File: src/verilog/qugc_pkg.sv
// Shared constants and types for the quad UART global control bank.
// Assumes a single device clock domain and an 8-bit host register bus.
package qugc_pkg;

  // Register byte addresses inside the configuration block
  localparam logic [7:0] QUGC_BLOCK_BASE   = 8'h80;
  localparam logic [3:0] QUGC_BLOCK_TAG    = 4'h8;
  localparam logic [7:0] QUGC_ADR_PENDING  = 8'h80;
  localparam logic [7:0] QUGC_ADR_SRC_LOW  = 8'h81;
  localparam logic [7:0] QUGC_ADR_SRC_HIGH = 8'h82;
  localparam logic [7:0] QUGC_ADR_SRC_SPR  = 8'h83;
  localparam logic [7:0] QUGC_ADR_CNT_CTL  = 8'h84;
  localparam logic [7:0] QUGC_ADR_CNT_SPR  = 8'h85;
  localparam logic [7:0] QUGC_ADR_PRE_LOW  = 8'h86;
  localparam logic [7:0] QUGC_ADR_PRE_HIGH = 8'h87;
  localparam logic [7:0] QUGC_ADR_SAMPLING = 8'h88;
  localparam logic [7:0] QUGC_ADR_AUX_SPR  = 8'h89;
  localparam logic [7:0] QUGC_ADR_CH_RESET = 8'h8a;

  // Count control field positions
  localparam int QUGC_CTL_INT_EN = 0;
  localparam int QUGC_CTL_START  = 1;
  localparam int QUGC_CTL_ONESHOT = 2;
  localparam int QUGC_CTL_EXT_CLK = 3;
  localparam logic [7:0] QUGC_CTL_WMASK = 8'h0f;

  // Values after reset
  localparam logic [7:0]  QUGC_RST_BYTE  = 8'h00;
  localparam logic [15:0] QUGC_RST_COUNT = 16'h0000;

  // Source codes, one per priority level
  localparam logic [2:0] QUGC_CODE_NONE    = 3'h0;
  localparam logic [2:0] QUGC_CODE_RX      = 3'h1;
  localparam logic [2:0] QUGC_CODE_RX_TOUT = 3'h2;
  localparam logic [2:0] QUGC_CODE_TX      = 3'h3;
  localparam logic [2:0] QUGC_CODE_MODEM   = 3'h4;
  localparam logic [2:0] QUGC_CODE_TIMER   = 3'h7;

  localparam int QUGC_CHANNELS = 4;

  // Interrupt source levels reported by one UART channel
  typedef struct packed {
    logic rx_data_available; // Receive FIFO at or above trigger
    logic line_error;        // Any receive line error flag
    logic rx_timeout;        // Receive time-out, held until FIFO empty
    logic tx_space_available; // Holding or shift register empty
    logic modem_delta;       // Modem or flow-control line change
    logic char_detect;       // Xon/Xoff or special character seen
  } qugc_src_t;

  // Host register bus request
  typedef struct packed {
    logic       sel;
    logic       rd;
    logic       wr;
    logic [7:0] addr;
    logic [7:0] wdata;
  } qugc_bus_t;

endpackage

File: src/verilog/qugc_global_control.sv
// Global configuration bank of a four-channel UART: pending flags, source
// codes, 16-bit down timer, sampling select and per-channel soft reset.
// Assumes host bus strobes are synchronous to clk_i; the external count
// clock pin is asynchronous and must run slower than half of clk_i.
`timescale 1ns/1ns

module qugc_global_control
  import qugc_pkg::*;
(
  // Clock and reset
  input  wire logic                     clk_i,
  input  wire logic                     reset_n_i,
  // Host register bus
  input  wire qugc_bus_t                bus_i,
  output logic      [7:0]               rdata_o,
  output logic                          rdata_valid_o,
  // Channel interrupt sources
  input  wire qugc_src_t [QUGC_CHANNELS-1:0] chan_src_i,
  // External count clock pin
  input  wire logic                     external_count_clock_pin_i,
  // Channel controls and status
  output logic      [QUGC_CHANNELS-1:0] channel_pending_o,
  output logic      [QUGC_CHANNELS-1:0] sampling_8x_o,
  output logic      [QUGC_CHANNELS-1:0] channel_soft_reset_o,
  output logic                          count_timeout_o
);

  typedef enum logic {QUGC_T_IDLE, QUGC_T_RUN} qugc_tstate_t;

  logic [7:0]        count_control;
  logic [7:0]        count_preset_low;
  logic [7:0]        count_preset_high;
  logic [7:0]        sampling_rate_select;
  logic [15:0]       count_value;
  logic              timeout_flag;
  logic [2:0]        code [QUGC_CHANNELS];
  logic [2:0]        next_code [QUGC_CHANNELS];
  logic              ext_sync1;
  logic              ext_sync2;
  logic              ext_prev;
  logic              tick;
  logic              hit_zero;
  logic              start_write;
  logic              in_block;
  logic              rd_hit;
  logic              wr_hit;
  logic              ctl_read;
  logic [7:0]        next_rdata;
  qugc_tstate_t      tstate;

  // Priority encoder for one channel; the timer only reaches channel 0
  function automatic logic [2:0] src_code(input qugc_src_t s, input logic tmr);
    logic [2:0] c;
    c = QUGC_CODE_NONE;
    if (s.rx_data_available || s.line_error)
      c = QUGC_CODE_RX;
    else if (s.rx_timeout)
      c = QUGC_CODE_RX_TOUT;
    else if (s.tx_space_available)
      c = QUGC_CODE_TX;
    else if (s.modem_delta || s.char_detect)
      c = QUGC_CODE_MODEM;
    else if (tmr)
      c = QUGC_CODE_TIMER;
    return c;
  endfunction

  // Address decode inside the upper configuration block
  assign in_block    = bus_i.sel && (bus_i.addr[7:4] == QUGC_BLOCK_TAG);
  assign rd_hit      = in_block && bus_i.rd;
  assign wr_hit      = in_block && bus_i.wr;
  assign ctl_read    = rd_hit && (bus_i.addr == QUGC_ADR_CNT_CTL);
  assign start_write = wr_hit && (bus_i.addr == QUGC_ADR_CNT_CTL) && bus_i.wdata[QUGC_CTL_START];

  // Codes per channel; only channel 0 sees the enabled timer
  always_comb
  begin
    for (int i = 0; i < QUGC_CHANNELS; i++)
    begin
      next_code[i] = src_code(chan_src_i[i],
                              (i == 0) && timeout_flag && count_control[QUGC_CTL_INT_EN]);
    end
  end

  // Registered codes and pending flags
  always_ff @(posedge clk_i)
  begin
    for (int i = 0; i < QUGC_CHANNELS; i++)
    begin
      if (!reset_n_i)
      begin
        code[i]              <= QUGC_CODE_NONE;
        channel_pending_o[i] <= 1'b0;
      end
      else
      begin
        code[i]              <= next_code[i];
        channel_pending_o[i] <= (next_code[i] != QUGC_CODE_NONE);
      end
    end
  end

  // Read mux; reserved and write-only locations return zero
  always_comb
  begin
    next_rdata = QUGC_RST_BYTE;
    case (bus_i.addr)
      QUGC_ADR_PENDING:  next_rdata = {4'h0, channel_pending_o};
      QUGC_ADR_SRC_LOW:  next_rdata = {code[2][1:0], code[1], code[0]};
      QUGC_ADR_SRC_HIGH: next_rdata = {4'h0, code[3], code[2][2]};
      QUGC_ADR_CNT_CTL:  next_rdata = count_control;
      QUGC_ADR_PRE_LOW:  next_rdata = count_preset_low;
      QUGC_ADR_PRE_HIGH: next_rdata = count_preset_high;
      QUGC_ADR_SAMPLING: next_rdata = sampling_rate_select;
      QUGC_ADR_CNT_SPR:  next_rdata = QUGC_RST_BYTE;
      QUGC_ADR_AUX_SPR:  next_rdata = QUGC_RST_BYTE;
      default:           next_rdata = QUGC_RST_BYTE;
    endcase
  end

  // Read data register, one cycle after the strobe
  always_ff @(posedge clk_i)
  begin
    if (!reset_n_i)
    begin
      rdata_o       <= QUGC_RST_BYTE;
      rdata_valid_o <= 1'b0;
    end
    else
    begin
      rdata_valid_o <= rd_hit;
      if (rd_hit)
        rdata_o <= next_rdata;
    end
  end

  // Writable configuration; reserved control bits never store
  always_ff @(posedge clk_i)
  begin
    if (!reset_n_i)
    begin
      count_control        <= QUGC_RST_BYTE;
      count_preset_low     <= QUGC_RST_BYTE;
      count_preset_high    <= QUGC_RST_BYTE;
      sampling_rate_select <= QUGC_RST_BYTE;
    end
    else if (wr_hit)
    begin
      case (bus_i.addr)
        QUGC_ADR_CNT_CTL:  count_control <= bus_i.wdata & QUGC_CTL_WMASK;
        QUGC_ADR_PRE_LOW:  count_preset_low <= bus_i.wdata;
        QUGC_ADR_PRE_HIGH: count_preset_high <= bus_i.wdata;
        QUGC_ADR_SAMPLING: sampling_rate_select <= {4'h0, bus_i.wdata[3:0]};
        default:           ;
      endcase
    end
  end

  assign sampling_8x_o = sampling_rate_select[3:0];

  // Soft reset bits last one cycle per write; every cycle without a reset write clears them
  always_ff @(posedge clk_i)
  begin
    if (!reset_n_i)
      channel_soft_reset_o <= '0;
    else if (wr_hit && (bus_i.addr == QUGC_ADR_CH_RESET))
      channel_soft_reset_o <= bus_i.wdata[3:0];
    else
      channel_soft_reset_o <= '0;
  end

  // Two-flop synchroniser for the external count clock
  always_ff @(posedge clk_i)
  begin
    if (!reset_n_i)
    begin
      ext_sync1 <= 1'b0;
      ext_sync2 <= 1'b0;
      ext_prev  <= 1'b0;
    end
    else
    begin
      ext_sync1 <= external_count_clock_pin_i;
      ext_sync2 <= ext_sync1;
      ext_prev  <= ext_sync2;
    end
  end

  // Internal source counts every device clock; external on its rising edge
  assign tick     = count_control[QUGC_CTL_EXT_CLK] ? (ext_sync2 && !ext_prev) : 1'b1;
  assign hit_zero = (tstate == QUGC_T_RUN) && tick && (count_value <= 16'h0001);

  // Counter state; a preset of zero or one times out on the next tick
  always_ff @(posedge clk_i)
  begin
    if (!reset_n_i)
    begin
      tstate      <= QUGC_T_IDLE;
      count_value <= QUGC_RST_COUNT;
    end
    else if (start_write)
    begin
      tstate      <= QUGC_T_RUN;
      count_value <= {count_preset_high, count_preset_low};
    end
    else
    begin
      case (tstate)
        QUGC_T_IDLE:
          if (count_control[QUGC_CTL_START] && count_value != 16'h0000)
            tstate <= QUGC_T_RUN;
        QUGC_T_RUN:
          if (!count_control[QUGC_CTL_START])
            tstate <= QUGC_T_IDLE; // pause keeps the count
          else if (hit_zero)
          begin
            count_value <= {count_preset_high, count_preset_low};
            if (count_control[QUGC_CTL_ONESHOT])
            begin
              tstate      <= QUGC_T_IDLE;
              count_value <= QUGC_RST_COUNT;
            end
          end
          else if (tick)
            count_value <= count_value - 16'h0001;
        default:
          tstate <= QUGC_T_IDLE;
      endcase
    end
  end

  // Sticky time-out; a new time-out wins over a clearing read
  always_ff @(posedge clk_i)
  begin
    if (!reset_n_i)
      timeout_flag <= 1'b0;
    else if (hit_zero && count_control[QUGC_CTL_START])
      timeout_flag <= 1'b1;
    else if (ctl_read)
      timeout_flag <= 1'b0;
  end

  assign count_timeout_o = timeout_flag;
endmodule

File: config.mk
export PLATFORM = sky130hd
export DESIGN_NAME = qugc_global_control
export DESIGN_NICKNAME = d
export VERILOG_FILES = /design/src/verilog/qugc_pkg.sv /design/src/verilog/qugc_global_control.sv
export SDC_FILE = /design/constraint.sdc
export NUM_CORES = 1
export LEC_CHECK = 0
export ABC_AREA = 1
export BUFFER_PORTS_ARGS = -buffer_cell sky130_fd_sc_hd__buf_2
export CAP_MARGIN = 20
export CELL_PAD_IN_SITES_DETAIL_PLACEMENT = 0
export CELL_PAD_IN_SITES_GLOBAL_PLACEMENT = 1
export CORE_MARGIN = 1
export CORE_UTILIZATION = 39
export DETAILED_ROUTE_END_ITERATION = 8
export GPL_ROUTABILITY_DRIVEN = 0
export HOLD_SLACK_MARGIN = 0.02
export PLACE_DENSITY = 0.84
export SYNTH_ARGS = -nofsm -noshare
export SYNTH_HDL_FRONTEND = slang
export SYNTH_SLANG_ARGS = --single-unit
File: constraint.sdc
create_clock -name clk_i -period 1.82 [get_ports clk_i]
set_input_delay 0.182 -clock clk_i [delete_from_list [all_inputs] [get_ports clk_i]]
set_output_delay 0.182 -clock clk_i [all_outputs]
set_load 0.05 [all_outputs]
**Yosys cells after proc, flatten, opt, wreduce, memory -nomap -nowiden**

Memory sizes are Yosys's and may differ from the RTL's.
Index checks and enable logic that the tools add are counted.

- Add/sub/neg operators: 1
- Multipliers: 0
- Divide/modulo/power cells: 0
- $lt $le $gt $ge: 1
- Equality and inequality tests: 9
- Shift operators: 0
- Muxes and demuxes: 39
- Bitwise gates (word level): 5
- Reductions and logical operators: 37

Operator list:

| cell | number |
|---|---|
| 16-bit 2-to-1 mux | 6 |
| 8-bit equality test (second input constant) | 8 |
| 3-bit 2-to-1 mux | 21 |
| 8-bit case mux with 7 select lines | 1 |
| 16-bit by 1-bit <= comparator with 1-bit output (second input constant) | 1 |
| 16-bit nonzero test | 1 |
| 16-bit by 1-bit subtractor with 16-bit output (second input constant) | 1 |
| 3-bit nonzero test | 5 |
| 1-bit logical AND | 13 |
| 1-bit 2-to-1 mux | 10 |
| 2-bit AND reduction | 5 |
| 1-bit logical OR | 8 |
| 2-bit nonzero test | 3 |
| 4-bit equality test (second input constant) | 1 |
| 1-bit OR | 4 |
| 3-bit AND reduction | 1 |
| 1-bit case mux with 2 select lines | 1 |
| 1-bit logical NOT | 1 |
| 1-bit NOT | 1 |

- Register bits after elaboration: 62
- Latch bits: 0
- Bits in writable memories: 12
- Bits in read-only memories: 0
- Memories: 1

Memory list:

| memory | words | width | rd ports | clocked after Yosys merged registers in | wr ports | RTL line | source |
|---|---|---|---|---|---|---|---|
| code | 4 | 3 | 4 | 0 | 4 | qugc_global_control.sv:36 | `logic [2:0] code [QUGC_CHANNELS];` |

**Depth between registers and ports, before layout**

- Depth in word-level cells: 9
- Gate-level depth with buffers: 12
- Depth with buffers taken out: 12

**Least setup slack after synthesis**

Ideal clock, no wire load.

- Path type: register to register
- Start: reg count_value[0]
- End: reg count_value[2]
- Data arrival time: 1.467 ns
- Required time: 1.754 ns
- Slack: 0.287 ns
- Stages on the path, launching flop included: 13
- Cell sequence: dfxtp_1 inv_1 ha_1 nand2_2 inv_2 nand2_2 nand2_2 nand2_4 buf_6 nand3_1 nand2_1 clkinv_1 a21oi_2

- Longest elaborated chain between the ends: 6
- Elaborated cells on any way between the ends: 10
- Those cells by class: add/sub: 1; order compare: 1; mux: 5; reduce/logical: 3

Ends and longest elaborated chain:

| element | RTL line | source |
|---|---|---|
| start, declared | qugc_global_control.sv:34 | `logic [15:0] count_value;` |
| start signal, assigned | qugc_global_control.sv:204 | `count_value <= {count_preset_high, count_preset_low};` |
| start signal, assigned | qugc_global_control.sv:217 | `count_value <= {count_preset_high, count_preset_low};` |
| start signal, assigned | qugc_global_control.sv:225 | `count_value <= count_value - 16'h0001;` |
| 16-bit by 1-bit subtractor with 16-bit output / 16-bit by 1-bit <= comparator with 1-bit output (equally long branches) | qugc_global_control.sv:225, qugc_global_control.sv:191 |  |
| 16-bit 2-to-1 mux / 1-bit logical AND (equally long branches) | qugc_global_control.sv:224, qugc_global_control.sv:191 |  |
| 16-bit 2-to-1 mux | qugc_global_control.sv:215 | `else if (hit_zero)` |
| 16-bit 2-to-1 mux | qugc_global_control.sv:213 | `if (!count_control[QUGC_CTL_START])` |
| 16-bit 2-to-1 mux | qugc_global_control.sv:208 | `case (tstate)` |
| 16-bit 2-to-1 mux | qugc_global_control.sv:201 | `else if (start_write)` |

Several ways; a longest one is shown, not always the timed one. The select of a mux whose other input is x is not followed.
A chain may end at the register's enable or synchronous reset.

**Final worst setup path**

- Start: reg count_value[0]
- End: reg count_value[9]

The elaborated chain is that of the path after synthesis.

==> results_dict.tcl <==
set metrics [dict create \
    holdWs_ns 0.0305 \
    layout_setup_ws_ns 0.186 \
    grtUsageTotal_pct 21.6 \
    wl_per_cell_um 13.1 \
    vias 3838 \
    total_power_mw 3.18 \
    drtIter0Drc 154 \
    port_buffers 67 \
    clock_latency_ns 0.36 \
    grt_pass1_vias 3527 \
    period_minus_slack_ns 1.63 \
    async_reset_ff_share_pct 0 \
    vias_per_cell 4.85 \
    vdd_ir_drop_max_mv 0.432 \
    core_sq_um 9420 \
    dp_slack_ns 0.0788 \
    min_path_type "in2reg" \
    synth_top_cell_by_area "dfxtp_1" \
    fin_nets 706 \
    drive_gt1_share_pct 20.4 \
    yosys_warnings 0 \
    p_sw_share_pct 25.7 \
    grt-ovfl-total 0 \
    initial_core_util_pct 41.0 \
    first_pass_iters 4 \
    slew_headroom_pct 72.5 \
    cts_tree "done" \
    setup_viol 0 \
    postRouteAntennaNets 0 \
    die_h_um 101 \
    start_kind "flip-flop" \
    die_area_sq_um 10300 \
    leakagePower_nw 2.26 \
    synth-seq-cells 74 \
    finalClockSkew_ns 0.0108 \
    cp_max_fo 17 \
    fmax_ghz 0.612 \
    cts_sinks 74 \
    p_comb_share_pct 6.8 \
    status "finished clean" \
    clockBufferDepth 2 \
    synth_cells 573 \
    row_count 35 \
    p_seq_share_pct 51.6 \
    grt_max_degree 43 \
    power_density_nw_per_um2 683 \
    netlist.area_leader.share_pct 38.4 \
    timing.max_cap.violations 0 \
    final_max_slew_viol_count 0 \
    hold_viol_final 0 \
    synth.distinct_cells 32 \
    n_antenna_cell 0 \
    tightestPinTransition_ns 0.413 \
    cts_setup_buffers 0 \
    synth-edff-count 0 \
    avgSynthCellArea_sq_um 6.73 \
    finalCritPeriodShare_pct 89.8 \
    synth_seq_area_share_pct 38.4 \
    crit_arrival_ns 1.89 \
    cts_root_buf "clkbuf_8" \
    syn_nets 622 \
    critical_path.endpoint_type "flip-flop" \
    grt_antenna_before_repair 0 \
    synth_area_sq_um 3860 \
    drc_errors 0 \
    hpwlAfterDp_um 7890 \
    synth_ff_type "dfxtp_1" \
    path_class "reg2reg" \
    crit_required_ns 2.07 \
    cts_max_level 3 \
    grt_pass1_wl_um 17000 \
    cts_buffers 9 \
    synthTopCellsByArea "dfxtp_1 38%, nand2_1 12%, nor2_1 7.9%, nand3_1 6.6%, inv_1 5.6%" \
    synthToLayoutAreaGrowth_pct 20.9 \
    io_pins 68 \
    wirelength_um 10400 \
    p_sw_mw 0.819 \
    clk_pin_slew_ns 0.08 \
    clkPwrFrac_pct 41.6 \
    internal-power_mw 2.36 \
    die_x_um 101 \
]
-- kinds of logic (layout without fill, tap and decap cells) --
family	after synthesis	in the layout	share of synthesized area, %
and+or+nand+nor	295	295	34.8
AOI/OAI and AO/OA	105	105	14.5
adders and majority gates	3	3	0.973
buffers and inverters	92	181	10.4
xor gates and xnor gates	4	4	0.908
DFF	74	74	38.4
-- worst paths after layout --
check,end,slack (ns),cells after the start,from
setup / recovery,count_value[9],0.19,12,count_value[0]
hold / removal,channel_pending_o[3],0.03,3,chan_src_i[18]
setup reg to reg,count_value[9],0.19,12,count_value[0]
hold reg to reg,ext_sync2,0.42,2,ext_sync1
-- synthesized netlist by cell type (7+ instances only) --
master and number:
inv_2 8, clkinv_1 10, dfxtp_1 74, a21oi_1 42, nand3_1 51, nand2_1 122
inv_1 58, nor2_2 7, nand4_1 7, nor2_1 81, o21ai_0 33, o21ai_1 19
-- timing repair --
action / in CTS / in global routing
gates resized for setup: 0 / 5
hold buffers: 7 / 0
setup endpoints to repair: 0 / 13
endpoints found under the hold margin: 4 / 0
-- worst max-delay path, cell delays in order (launching register included) --
cell     delay (ns)
dfxtp_1        0.38
inv_2          0.07
ha_2           0.20
nand2_2        0.12
inv_2          0.06
nand2_2        0.09
nand2_4        0.08
nand2_8        0.14
nand2_4        0.10
nand2_1        0.11
nor2_1         0.05
nor2_1         0.09
nor2_1         0.04
-- final cells by class --
class                   count  area (sq um)
inverters                  76           285
repair buffers             89           543
fillers                   998          4750
clock buffers               9           124
clock inverters             7          75.1
flip-flops and latches     74          1480
multi-input cells         407          1990
well taps                 129           161
-- per-stage QoR --
stage / instances / TNS, ns / utilization (%) / instance area, sq um
after floorplan: 573 / 0 / - / 3860
after global placement: 768 / 0 / 46.5 / 4380
after detailed placement: 768 / 0 / 46.5 / 4380
after CTS: 791 / 0 / 49.3 / 4650
after global routing: 791 / -0.00236 / 49.5 / 4660
final: 791 / 0 / 49.5 / 4660
-- flip-flops by register name, summed over array words and instances (netlist names) --
register,count
channel_pending_o,4
channel_soft_reset_o,4
code,12
count_control,4
count_preset_high,8
count_preset_low,8
count_timeout_o,1
count_value,16
ext_prev,1
ext_sync1,1
ext_sync2,1
rdata_o,8
rdata_valid_o,1
sampling_rate_select,4
tstate,1
-- power groups by stage --
stage               Clock (mW)  Combinational (mW)  Sequential, mW
finish                    1.32               0.217            1.64
global route              1.44               0.240            1.64
CTS                       1.35               0.217            1.64
detailed placement           0               0.207            1.68
global placement             0               0.204            1.68
floorplan                    0              0.0881            1.70
-- metal layers --
metal	track usage [%]	share of wire (%)
met1	27.2	47
met2	36.2	48
met3	4.76	3.9
met4	7.80	1.0
met5	0	0
-- placed cells by master, fill, tap and decap left out, drive strengths merged --
cell / count
nor4: 3
nand2: 130
o211ai: 3
dlygate4sd3: 7
buf: 82
a41oi: 1
clkinv: 13
o21ai: 52
nor3: 5
xor2: 4
ha: 3
nand3: 53
a21oi: 46
nor2: 93
dfxtp: 74
nand4: 7
bufinv: 1
clkbuf: 9
inv: 69
o31ai: 3
nand3b: 4
(Power assumes the default switching activity.)
